**config.mk**
```make
export PLATFORM = sky130hd
export DESIGN_NAME = instr_format_field_decoder
export DESIGN_NICKNAME = d
export VERILOG_FILES = /design/src/hdl/decoder_pkg.sv /design/src/hdl/field_extend.sv /design/src/hdl/instr_format_field_decoder.sv
export VERILOG_INCLUDE_DIRS = /design/src /design/src/hdl
export SDC_FILE = /design/constraint.sdc
export NUM_CORES = 1
export LEC_CHECK = 0
export ABC_AREA = 1
export BUFFER_PORTS_ARGS = -buffer_cell sky130_fd_sc_hd__buf_2
export CAP_MARGIN = 10
export CORE_MARGIN = 5
export CORE_UTILIZATION = 40
export CTS_CLUSTER_SIZE = 10
export DETAILED_ROUTE_END_ITERATION = 10
export GPL_ROUTABILITY_DRIVEN = 0
export PLACE_DENSITY_LB_ADDON = 0.12
export SYNTH_ARGS = -nofsm -noshare
export SYNTH_HDL_FRONTEND = slang
export SYNTH_SLANG_ARGS = --single-unit
```
**constraint.sdc**
```tcl
create_clock -name sys_clk -period 2.5 [get_ports sys_clk]
set_input_delay 0.125 -clock sys_clk [delete_from_list [all_inputs] [get_ports sys_clk]]
set_output_delay 0.125 -clock sys_clk [all_outputs]
set_load 0.02 [all_outputs]
```
**src/hdl/decoder_cfg.svh**
```systemverilog
// constants for the instruction field decoder
`ifndef DECODER_CFG_SVH
`define DECODER_CFG_SVH
`define INSN_W        16
`define REG_NUM_W     4
`define ADDR_W        32
`define OPC_HI        15
`define OPC_LO        12
`define N_HI          11
`define N_LO          8
`define M_HI          7
`define M_LO          4
`define D4_HI         3
`define D4_LO         0
`define D8_HI         7
`define D12_HI        11
`define REG_ZERO      4'h0
`define PC_LONG_MASK  32'hFFFFFFFC
`define NOP_WORD      16'h0009
`define OPF_NONE      4'h0
`define OPF_N         4'h1
`define OPF_M         4'h2
`define OPF_NM        4'h3
`define OPF_MD        4'h4
`define OPF_ND4       4'h5
`define OPF_NMD       4'h6
`define OPF_D         4'h7
`define OPF_D12       4'h8
`define OPF_ND8       4'h9
`define OPF_I         4'hA
`define OPF_NI        4'hB
`define OPF_MAC       4'hC
`endif

```
**src/hdl/decoder_pkg.sv**
```systemverilog
// types shared by the instruction field decoder
package decoder_pkg;
  typedef enum logic [3:0] {
    FMT_NONE = 4'h0, FMT_N = 4'h1, FMT_M = 4'h2, FMT_NM = 4'h3,
    FMT_MD = 4'h4, FMT_ND4 = 4'h5, FMT_NMD = 4'h6, FMT_D = 4'h7,
    FMT_D12 = 4'h8, FMT_ND8 = 4'h9, FMT_I = 4'hA, FMT_NI = 4'hB, FMT_MAC = 4'hC
  } format_t;

  typedef enum logic [3:0] {
    AM_NONE = 4'h0, AM_DIRECT = 4'h1, AM_INDIRECT = 4'h2, AM_POSTINC = 4'h3,
    AM_PREDEC = 4'h4, AM_INDEXED = 4'h5, AM_DISP_REG = 4'h6, AM_DISP_GBP = 4'h7,
    AM_INDEXED_GBP = 4'h8, AM_PC_REL = 4'h9, AM_IMMEDIATE = 4'hA, AM_CTRL_SYS = 4'hB,
    AM_ACCUM = 4'hC
  } addr_mode_t;

  typedef enum logic [1:0] {
    SZ_BYTE = 2'h0, SZ_WORD = 2'h1, SZ_LONG = 2'h2
  } size_t;

  typedef enum logic [1:0] {
    ST_IDLE = 2'b00, ST_VALID = 2'b01
  } out_state_t;

  // decode request from the fetch stage
  typedef struct packed {
    logic [15:0] word;
    logic [3:0]  format;
    logic [1:0]  size;
    logic        isStore;
    logic        isBranch;
    logic        isLogicImm;
    logic        isAddrLoad;
    logic        isIndexed;
    logic        isGbpIndexed;
    logic        usesMode;
  } fetch_t;

  // decoded fields for the register file and address generation
  typedef struct packed {
    format_t     format;
    logic        destValid;
    logic [3:0]  destReg;
    addr_mode_t  destMode;
    logic        srcValid;
    logic [3:0]  srcReg;
    addr_mode_t  srcMode;
    logic [31:0] dispScaled;
    logic [31:0] immValue;
    logic        pcMaskLong;
    logic        accumDest;
  } fields_t;
endpackage

```
**src/hdl/field_extend.sv**
```systemverilog
// scaling and sign or zero extension of displacement and immediate fields
`include "decoder_cfg.svh"
module field_extend (
  input  wire logic [15:0]          word,
  input  wire decoder_pkg::format_t format,
  input  wire decoder_pkg::size_t   size,
  input  wire logic                 isBranch,
  input  wire logic                 isLogicImm,
  output logic      [31:0]          dispScaled,
  output logic      [31:0]          immValue
);
  function automatic logic [31:0] scaleZero(input logic [11:0] d, input decoder_pkg::size_t s);
    logic [31:0] z;
    z = {20'h00000, d};
    case (s)
      decoder_pkg::SZ_WORD: scaleZero = {z[30:0], 1'b0};
      decoder_pkg::SZ_LONG: scaleZero = {z[29:0], 2'b00};
      default:              scaleZero = z;
    endcase
  endfunction

  always_comb begin
    dispScaled = 32'h00000000;
    case (format)
      decoder_pkg::FMT_MD, decoder_pkg::FMT_ND4, decoder_pkg::FMT_NMD: begin
        dispScaled = scaleZero({8'h00, word[`D4_HI:`D4_LO]}, size);
      end
      decoder_pkg::FMT_D, decoder_pkg::FMT_ND8: begin
        if (isBranch) begin
          dispScaled = {{23{word[`D8_HI]}}, word[`D8_HI:0], 1'b0};
        end else begin
          dispScaled = scaleZero({4'h0, word[`D8_HI:0]}, size);
        end
      end
      decoder_pkg::FMT_D12: begin
        dispScaled = {{19{word[`D12_HI]}}, word[`D12_HI:0], 1'b0};
      end
      default: dispScaled = 32'h00000000;
    endcase
  end

  always_comb begin
    immValue = 32'h00000000;
    if (format == decoder_pkg::FMT_I || format == decoder_pkg::FMT_NI) begin
      if (isLogicImm) begin
        immValue = {24'h000000, word[7:0]};
      end else begin
        immValue = {{24{word[7]}}, word[7:0]};
      end
    end
  end
endmodule

```
**src/hdl/instr_format_field_decoder.sv**
```systemverilog
// splits a 16-bit instruction word into register, displacement and immediate fields
// How it works
// - format comes only from the fetch stage's format field, not from the opcode bits
// - n format: bits 11-8 destination, direct or predecrement
// - m format: bits 11-8 source, direct or postincrement
// - nm format: destination 11-8, source 7-4
// - multiply-accumulate: both fields postincrement sources, accumulator result
// - md format: source base 7-4, disp 3-0, dest zero
// - nd4 format: dest base 7-4, disp 3-0, source zero
// - nmd format: disp pairs with store or load base
// - d format: 8-bit displacement, gbp, pc or branch
// - d12 format: 12-bit pc-relative branch offset
// - nd8 format: dest 11-8, pc-relative disp 7-0
// - i format: 8-bit immediate, dest zero, gbp or none
// - ni format: dest 11-8, 8-bit immediate source
// - 4-bit disp zero-extended, scaled by size
// - long pc-relative data masks low pc bits
// - branch disp sign-extended and doubled
// - immediate sign or zero extended by instruction
`include "decoder_cfg.svh"
module instr_format_field_decoder (
  input  wire logic                 sys_clk,
  input  wire logic                 rst,
  input  wire logic                 inValid,
  input  wire decoder_pkg::fetch_t  inFetch,
  output logic                      outValid,
  output decoder_pkg::fields_t      outFields
);

  decoder_pkg::fields_t      fieldsNext;
  decoder_pkg::fields_t      fields_reg;
  decoder_pkg::out_state_t   state_reg;
  logic [31:0]               dispScaled;
  logic [31:0]               immValue;
  logic [3:0]                nField;
  logic [3:0]                mField;
  decoder_pkg::format_t      fmt;

  // the fetch stage classifies the opcode; the word itself is the only operand source
  assign fmt    = decoder_pkg::format_t'(inFetch.format);
  assign nField = inFetch.word[`N_HI:`N_LO];
  assign mField = inFetch.word[`M_HI:`M_LO];

  field_extend extendUnit (
    .word       (inFetch.word),
    .format     (fmt),
    .size       (decoder_pkg::size_t'(inFetch.size)),
    .isBranch   (inFetch.isBranch),
    .isLogicImm (inFetch.isLogicImm),
    .dispScaled (dispScaled),
    .immValue   (immValue)
  );

  always_comb begin
    fieldsNext            = '0;
    fieldsNext.format     = fmt;
    fieldsNext.dispScaled = dispScaled;
    fieldsNext.immValue   = immValue;
    case (fmt)
      decoder_pkg::FMT_NONE: begin
        fieldsNext.format = decoder_pkg::FMT_NONE;
      end
      decoder_pkg::FMT_N: begin
        fieldsNext.destValid = 1'b1;
        fieldsNext.destReg   = nField;
        fieldsNext.destMode  = inFetch.usesMode ? decoder_pkg::AM_PREDEC
                                                : decoder_pkg::AM_DIRECT;
        fieldsNext.srcMode   = inFetch.isStore ? decoder_pkg::AM_CTRL_SYS
                                               : decoder_pkg::AM_NONE;
      end
      decoder_pkg::FMT_M: begin
        fieldsNext.srcValid = 1'b1;
        fieldsNext.srcReg   = nField;
        fieldsNext.srcMode  = inFetch.usesMode ? decoder_pkg::AM_POSTINC
                                               : decoder_pkg::AM_DIRECT;
        fieldsNext.destMode = inFetch.isBranch ? decoder_pkg::AM_NONE
                                               : decoder_pkg::AM_CTRL_SYS;
      end
      decoder_pkg::FMT_NM: begin
        fieldsNext.destValid = 1'b1;
        fieldsNext.destReg   = nField;
        fieldsNext.srcValid  = 1'b1;
        fieldsNext.srcReg    = mField;
        fieldsNext.srcMode   = decoder_pkg::AM_DIRECT;
        fieldsNext.destMode  = decoder_pkg::AM_DIRECT;
        if (inFetch.isIndexed) begin
          fieldsNext.destMode = decoder_pkg::AM_INDEXED;
        end else if (inFetch.usesMode && inFetch.isStore) begin
          fieldsNext.destMode = decoder_pkg::AM_PREDEC;
        end else if (inFetch.usesMode) begin
          fieldsNext.srcMode = decoder_pkg::AM_POSTINC;
        end else if (inFetch.isStore) begin
          fieldsNext.destMode = decoder_pkg::AM_INDIRECT;
        end
      end
      decoder_pkg::FMT_MAC: begin
        // both register fields are read pointers; the result lands in the accumulator pair
        fieldsNext.format    = decoder_pkg::FMT_NM;
        fieldsNext.srcValid  = 1'b1;
        fieldsNext.srcReg    = mField;
        fieldsNext.srcMode   = decoder_pkg::AM_POSTINC;
        fieldsNext.destValid = 1'b1;
        fieldsNext.destReg   = nField;
        fieldsNext.destMode  = decoder_pkg::AM_POSTINC;
        fieldsNext.accumDest = 1'b1;
      end
      decoder_pkg::FMT_MD: begin
        fieldsNext.srcValid  = 1'b1;
        fieldsNext.srcReg    = mField;
        fieldsNext.srcMode   = decoder_pkg::AM_DISP_REG;
        fieldsNext.destValid = 1'b1;
        fieldsNext.destReg   = `REG_ZERO;
        fieldsNext.destMode  = decoder_pkg::AM_DIRECT;
      end
      decoder_pkg::FMT_ND4: begin
        fieldsNext.destValid = 1'b1;
        fieldsNext.destReg   = mField;
        fieldsNext.destMode  = decoder_pkg::AM_DISP_REG;
        fieldsNext.srcValid  = 1'b1;
        fieldsNext.srcReg    = `REG_ZERO;
        fieldsNext.srcMode   = decoder_pkg::AM_DIRECT;
      end
      decoder_pkg::FMT_NMD: begin
        fieldsNext.destValid = 1'b1;
        fieldsNext.destReg   = nField;
        fieldsNext.srcValid  = 1'b1;
        fieldsNext.srcReg    = mField;
        fieldsNext.destMode  = inFetch.isStore ? decoder_pkg::AM_DISP_REG
                                               : decoder_pkg::AM_DIRECT;
        fieldsNext.srcMode   = inFetch.isStore ? decoder_pkg::AM_DIRECT
                                               : decoder_pkg::AM_DISP_REG;
      end
      decoder_pkg::FMT_D: begin
        if (inFetch.isBranch) begin
          fieldsNext.srcMode = decoder_pkg::AM_PC_REL;
        end else if (inFetch.isAddrLoad) begin
          fieldsNext.srcMode    = decoder_pkg::AM_PC_REL;
          fieldsNext.destValid  = 1'b1;
          fieldsNext.destReg    = `REG_ZERO;
          fieldsNext.destMode   = decoder_pkg::AM_DIRECT;
          fieldsNext.pcMaskLong = (inFetch.size == 2'(decoder_pkg::SZ_LONG));
        end else if (inFetch.isStore) begin
          fieldsNext.srcValid = 1'b1;
          fieldsNext.srcReg   = `REG_ZERO;
          fieldsNext.srcMode  = decoder_pkg::AM_DIRECT;
          fieldsNext.destMode = decoder_pkg::AM_DISP_GBP;
        end else begin
          fieldsNext.srcMode   = decoder_pkg::AM_DISP_GBP;
          fieldsNext.destValid = 1'b1;
          fieldsNext.destReg   = `REG_ZERO;
          fieldsNext.destMode  = decoder_pkg::AM_DIRECT;
        end
      end
      decoder_pkg::FMT_D12: begin
        fieldsNext.srcMode = decoder_pkg::AM_PC_REL;
      end
      decoder_pkg::FMT_ND8: begin
        fieldsNext.destValid  = 1'b1;
        fieldsNext.destReg    = nField;
        fieldsNext.destMode   = decoder_pkg::AM_DIRECT;
        fieldsNext.srcMode    = decoder_pkg::AM_PC_REL;
        fieldsNext.pcMaskLong = (inFetch.size == 2'(decoder_pkg::SZ_LONG));
      end
      decoder_pkg::FMT_I: begin
        fieldsNext.srcMode = decoder_pkg::AM_IMMEDIATE;
        // a trap has no destination, whatever the gbp flag says
        if (inFetch.isBranch) begin
          fieldsNext.destMode = decoder_pkg::AM_NONE;
        end else if (inFetch.isGbpIndexed) begin
          fieldsNext.destMode = decoder_pkg::AM_INDEXED_GBP;
        end else begin
          fieldsNext.destValid = 1'b1;
          fieldsNext.destReg   = `REG_ZERO;
          fieldsNext.destMode  = decoder_pkg::AM_DIRECT;
        end
      end
      decoder_pkg::FMT_NI: begin
        fieldsNext.destValid = 1'b1;
        fieldsNext.destReg   = nField;
        fieldsNext.destMode  = decoder_pkg::AM_DIRECT;
        fieldsNext.srcMode   = decoder_pkg::AM_IMMEDIATE;
      end
      default: fieldsNext = '0;
    endcase
  end

  always_ff @(posedge sys_clk or posedge rst) begin
    if (rst) begin
      state_reg <= decoder_pkg::ST_IDLE;
    end else begin
      state_reg <= inValid ? decoder_pkg::ST_VALID : decoder_pkg::ST_IDLE;
    end
  end

  always_ff @(posedge sys_clk or posedge rst) begin
    if (rst) begin
      fields_reg <= '0;
    end else if (inValid) begin
      fields_reg <= fieldsNext;
    end
  end

  // bit 0 is set only in the valid state, so the output is a bare flop
  assign outValid  = state_reg[0];
  assign outFields = fields_reg;

  a_out_follows: assert property (@(posedge sys_clk) disable iff (rst)
    inValid |=> outValid) else $error("valid word not presented next cycle");
  a_ni_fields: assert property (@(posedge sys_clk) disable iff (rst)
    inValid && fmt == decoder_pkg::FMT_NI |=> outFields.destReg == $past(inFetch.word[11:8])
    && outFields.immValue[7:0] == $past(inFetch.word[7:0])) else $error("ni fields wrong");
  a_nm_fields: assert property (@(posedge sys_clk) disable iff (rst)
    inValid && fmt == decoder_pkg::FMT_NM |=> outFields.srcReg == $past(inFetch.word[7:4]))
    else $error("nm source wrong");
  a_md_zero: assert property (@(posedge sys_clk) disable iff (rst)
    inValid && fmt == decoder_pkg::FMT_MD |=> outFields.destReg == `REG_ZERO)
    else $error("md dest not zero");
  a_mac_accum: assert property (@(posedge sys_clk) disable iff (rst)
    inValid && fmt == decoder_pkg::FMT_MAC |=> outFields.accumDest
    && outFields.srcMode == decoder_pkg::AM_POSTINC) else $error("mac mode wrong");
  a_d12_branch: assert property (@(posedge sys_clk) disable iff (rst)
    inValid && fmt == decoder_pkg::FMT_D12 |=> outFields.dispScaled[0] == 1'b0
    && outFields.dispScaled[31] == $past(inFetch.word[11])) else $error("d12 disp wrong");
  a_logic_imm: assert property (@(posedge sys_clk) disable iff (rst)
    inValid && fmt == decoder_pkg::FMT_I && inFetch.isLogicImm |=> outFields.immValue[31:8] == 24'h0)
    else $error("logical immediate not zero-extended");
  a_idle_drop: assert property (@(posedge sys_clk) disable iff (rst)
    !inValid |=> !outValid) else $error("valid without a word");
  c_mac: cover property (@(posedge sys_clk) inValid && fmt == decoder_pkg::FMT_MAC);
  c_branch: cover property (@(posedge sys_clk) inValid && fmt == decoder_pkg::FMT_D12);
  c_pcmask: cover property (@(posedge sys_clk) outValid && outFields.pcMaskLong);
endmodule

```
# --- After elaboration in Yosys (flattened, before gate mapping) ---
# Cells that the tools add are included.
totals:
  register_bits: 89
  out_inout_bits: 89
  elab_cells: 80
  in_bits: 32
classes:
  reduce_logical: 12
  muxes: 42
  n_eq_ne: 14
ops:
  columns: ["op", "n"]
  rows:
  - ["$mux W32", 3]
  - ["$pmux W32 S3", 1]
  - ["$mux W64", 1]
  - ["$pmux W4 S10", 1]
  - ["$mux W4", 9]
  - ["$pmux W4 S9", 1]
  - ["$mux W5", 5]
  - ["$pmux W5 S5", 1]
  - ["$eq A4 B4 Y1 const B", 5]
  - ["$pmux W10 S2", 1]
  - ["$pmux W5 S4", 1]
  - ["$eq A4 B3 Y1 const B", 4]
  - ["$mux W3", 5]
  - ["$mux W14", 1]
  - ["$reduce_or A13 Y1", 1]
  - ["$pmux W6 S2", 1]
  - ["$reduce_or A11 Y1", 1]
  - ["$mux W9", 1]
  - ["$eq A4 B2 Y1 const B", 2]
  - ["$mux W2", 4]
  - ["$pmux W4 S2", 1]
  - ["$reduce_or A2 Y1", 3]
  - ["$reduce_or A3 Y1", 2]
  - ["$reduce_or A6 Y1", 1]
  - ["9 further kinds", 12]

# --- Logic depth before layout (Yosys ltp) ---
depth:
  depth_word: 5
  ltp_mapped: 11
  mapped_depth_nobuf: 10

# --- Cells and area by module ---
# From an unflattened synthesis, not the netlist that was laid out.
hier_totals:
  cells_unflattened: 666
  area_unflattened_um2: 4805.9
modules_own_cells:
  columns: ["module", "instances", "seq_area_each_um2", "area_each_um2", "cells_each"]
  rows:
  - ["instr_format_field_decoder", 1, 2227.1, 3926.3, 502]
  - ["field_extend", 1, 0.0, 879.6, 164]

# --- Least setup slack after synthesis ---
# OpenSTA, ideal clock, no wires.
synth_timing:
  kind: "input-to-reg"
  start: "in inFetch[7] (netlist bit)"
  end: "reg fields_reg (netlist bit outFields[36])"
  arrival_ps: 1236
  n_path_buf: 1
  cell_stages: 11
  required_time_ps: 2383
  setup_time_ps: 117
  path_slack_ps: 1147
  cell_sequence: "inv_1 ha_1 inv_1 clkbuf_1 nand3_1 nand2_1 o21ai_0 inv_1 nand2_1 nand2_1 nand2_1"
synth_between:
  elab_chain_cells: 5
  elab_cells_between_ends: 7
  cone_classes: "eq/ne (2); mux (5)"
synth_lines:
  columns: ["item", "line_no", "source"]
  rows:
  - ["start, declared", "instr_format_field_decoder.sv:25", "input wire decoder_pkg::fetch_t inFetch,"]
  - ["$eq A2 B2 Y1 or $eq A2 B1 Y1 (tied branches)", "field_extend.sv:15", "case (s)"]
  - ["$pmux W10 S2", "field_extend.sv:15", null]
  - ["$mux W32", "field_extend.sv:29", "if (isBranch) begin"]
  - ["$pmux W32 S3 (*)", "field_extend.sv:24", "case (format)"]
  - ["$mux W64 (*)", "instr_format_field_decoder.sv:59", "case (fmt)"]
  - ["end signal, assigned", "instr_format_field_decoder.sv:199", "fields_reg <= fieldsNext;"]
  - ["end, declared", "instr_format_field_decoder.sv:31", "decoder_pkg::fields_t fields_reg;"]
# Mark *: on every way between the ends. The rest lies on a longest branch, timed or not.
# A chain may end at the register's enable or synchronous reset.

==> Implementation_results.wiki <==
{| class="wikitable"
! Metric !! Value
|-
| Max-slew violation count || 0
|-
| Final Critical Period || 1.35 ns
|-
| Core footprint || 7330 um^2
|-
| Result of the run || finished, violations left
|-
| Final setup skew || 0 ns
|-
| DRC errors left || 0
|-
| Number of buffers inserted to repair setup after CTS || 0
|-
| Effective utilization at floorplan || 0.413
|-
| Via count of the first global-routing pass || 2978
|-
| Peak fanout along the critical path || 25
|-
| Unrepaired setup endpoints after global routing || no
|-
| Slew at the pin closest to its max-slew limit || ~1 ns
|-
| Peak supply drop || 207 uV
|-
| Synth cell types || 25
|-
| Class of the most critical hold timing path || in -> reg
|-
| Critical path cell sequence || buf_2
|-
| H-tree depth || 2
|-
| Post-DP HPWL || around 6500 um
|-
| Max capacitance violation total || 0
|-
| Wire length of the first global-routing pass || 14100 um
|-
| Horiz. Die Dim || a little under 100 um
|-
| Final worst slack || between 1 and 1.5 ns
|-
| Worst Hold Launch || inFetch[4]
|-
| Crit path buf inv count || 1
|-
| Post-synthesis cell area || 3030 um^2
|-
| Pleak || 2.18 nW
|-
| Total global routing track utilization || 0.179
|-
| CP peak stage delay || 0.65 ns
|-
| Post-detailed-route count of antenna-violating nets || 0
|-
| Post-Route WL || 8430 um
|-
| Number of flip-flops and latches in the synthesized netlist || between 40 and 50
|-
| Hold worst-path end || outFields[32]
|-
| Post-route insts no fill || 620
|-
| Core occupancy in the finished layout || 0.472
|-
| Register area || approximately 1200 um^2
|-
| Worst flop-to-flop path startpoint || outFields[32]
|-
| Worst reg-to-reg path cell count || 2
|-
| DR vias/cell || 4.84
|-
| Number of warnings printed during yosys synthesis || 0
|-
| Die height || 97.0 um
|-
| Critical Path Slowest Stage Cell || sky130_fd_sc_hd__dfrtp_1
|-
| Failing checks || negative hold slack
|-
| Fill count || 809
|-
| Endpoint kind of the worst setup timing path || output port
|-
| Worst max-slew margin expressed relative to the limit || 0.333
|-
| Total overflow reported by the global router || 0
|-
| Share of the cycle needed by the critical path after routing || 0.538
|-
| Kind of critical path || reg -> out
|-
| Smallest hold slack || -0.00235 ns
|-
| Cell depth of the worst min-delay path || 2
|-
| Avg Synthesized Cell Area || 6.73 um^2
|-
| CTS root buf || sky130_fd_sc_hd__clkbuf_8
|-
| Family with the most delay on the worst path || flip-flops
|-
| Relative area change from synthesis to final layout || 14.2%
|-
| Resized cells post-CTS || 0
|-
| Number of endpoints failing setup at the final stage || 0
|-
| Count of standard-cell rows || 31
|-
| TritonCTS clock tree || yes
|-
| Clock transition at the register clock pins on the worst setup and hold paths after CTS || about 0.08 ns
|-
| Place WS || 0.913 ns
|-
| Synthesized Nets || 484
|-
| Pin count of the biggest net entering global routing || 48
|-
| Proportion of synthesized chip area in sequential cells || 0.388
|-
| Pwr per Cell Area || 506 nW/um^2
|-
| Data arrival time of the critical path || 1.22 ns
|-
| DR pass1 iterations || 4
|-
| Initial antenna violation count || 0
|-
| Final hold vios || 1
|-
| Number of sinks on the clock net || 47
|-
| Number of primary I/O pins || between 100 and 150
|-
| Peak Freq || 743 MHz
|-
| Number of antenna diodes || 0
|-
| Final sum of negative setup slack || 0 ns
|-
| Wire length per cell after detailed routing || ~14 um
|-
| Commonest cells after routing, fill and taps aside || sky130_fd_sc_hd__nand2_1 (200), sky130_fd_sc_hd__buf_2 (116), sky130_fd_sc_hd__dfrtp_1 (47), sky130_fd_sc_hd__inv_1 (31)
|-
| Multi-input combinational cell area || 1340 um^2
|-
| Setup slack on the worst flop-to-flop path || 1.60 ns
|-
| Fraction of final layout cells sized beyond drive strength 1 || 0.263
|-
| Skew-Pair Late Insertion Delay || 0.31 ns
|-
| Leading cell type in the layout, fill and taps excluded || sky130_fd_sc_hd__nand2_1
|-
| Port Buffers || 116
|-
| DRC marker count from the first detailed-route iteration || 156
|-
| Nature of the critical path startpoint || register
|-
| CTS Buffer Depth || 2
|-
| Via Count || 2998
|-
| TritonCTS buffer count || 5
|-
| R2r endpoint || outFields[32]
|-
| Net total in the final layout || between 500 and 600
|-
| Hold bufs inserted after CTS || 0
|-
| Synthesized netlist cell count || 450
|-
| Cell count after placement || 612
|-
| Area enclosed by the die boundary || ~9400 um^2
|-
| Number of flip-flops under the largest register name || 46
|-
| Data required time at the worst endpoint || 2.38 ns
|}
==> how the worst max path moves through the flow <==
stage	start	endpoint	slack, ns	depth (start not counted)
detailed placement	inFetch[7]	outFields[41]	0.91	10
global placement	inFetch[7]	outFields[41]	0.92	10
finish	outFields[32]	outFields[24]	1.15	1
floorplan	inFetch[7]	outFields[36]	1.15	11
global route	outFields[32]	outFields[32]	0.98	1
CTS	outFields[32]	outFields[24]	1.13	1
==> stage by stage <==
stage,area [um^2],power (mW)
floorplan,3030,1.17
global placement,3370,1.30
detailed placement,3370,1.31
CTS,3460,1.76
global route,3460,1.85
finish,3460,1.75
==> power by group <==
group,leakage (nW),internal (mW),switching [mW],total [mW]
Combinational,1.51,0.133,0.312,0.444
Sequential,0.627,0.813,0.0310,0.844
Clock,0.0412,0.196,0.267,0.463
==> cell usage after synthesis <==
| library cell | number | area, um^2 |
|---|---|---|
| sky130_fd_sc_hd__o22ai_2 | 1 | 12.5 |
| sky130_fd_sc_hd__inv_2 | 3 | 11.3 |
| sky130_fd_sc_hd__mux2i_1 | 1 | 10.0 |
| sky130_fd_sc_hd__buf_1 | 1 | 3.75 |
| sky130_fd_sc_hd__nand2_1 | 200 | 751 |
| sky130_fd_sc_hd__nor3_1 | 1 | 5.00 |
| sky130_fd_sc_hd__o31ai_1 | 1 | 7.51 |
| sky130_fd_sc_hd__ha_1 | 2 | 25.0 |
| sky130_fd_sc_hd__nor2_1 | 23 | 86.3 |
| sky130_fd_sc_hd__nand3_1 | 29 | 145 |
| sky130_fd_sc_hd__nand4_1 | 3 | 18.8 |
| sky130_fd_sc_hd__dfrtp_1 | 47 | 1180 |
| sky130_fd_sc_hd__inv_1 | 32 | 120 |
| sky130_fd_sc_hd__nand2_2 | 3 | 18.8 |
| sky130_fd_sc_hd__buf_6 | 1 | 11.3 |
| sky130_fd_sc_hd__o22ai_1 | 10 | 62.6 |
| sky130_fd_sc_hd__nor2_4 | 1 | 11.3 |
| sky130_fd_sc_hd__clkbuf_1 | 9 | 33.8 |
| sky130_fd_sc_hd__o21ai_0 | 29 | 145 |
| sky130_fd_sc_hd__nor2_2 | 3 | 18.8 |
| sky130_fd_sc_hd__buf_2 | 2 | 10.0 |
| sky130_fd_sc_hd__o21ai_1 | 2 | 10.0 |
| sky130_fd_sc_hd__a21oi_1 | 3 | 15.0 |
| sky130_fd_sc_hd__buf_4 | 42 | 315 |
| sky130_fd_sc_hd__clkinv_1 | 1 | 3.75 |
==> worst register-to-register path: cells and delay by family (launching register included) <==
family           cells  cell delay [ns]
AO/OA/AOI/OAI        1             0.08
AND/OR/NAND/NOR      1             0.09
flip-flops           1             0.65
==> area by class of cell <==
type | instances | share of cell area
sequential | 47 | 0.340
clock inverter | 2 | 0.00362
clock buffer | 6 | 0.0210
tap | 99 | 0.0358
inverter | 36 | 0.0391
timing repair buffer | 118 | 0.172
multi-input combinational | 312 | 0.388
==> routing by layer <==
metal	global-route usage	wire, um
met1	0.221	3600
met2	0.301	4030
met3	0.0460	634
met4	0.0648	170
met5	0	0
==> kinds of logic after synthesis <==
logic type,after synthesis,share of synthesized area
simple gates,263,0.348
compound gates,46,0.0835
buf+inv,91,0.168
mux,1,0.00331
fa+ha+maj,2,0.00826
flops,47,0.388
Power figures use the tool's default switching activity.
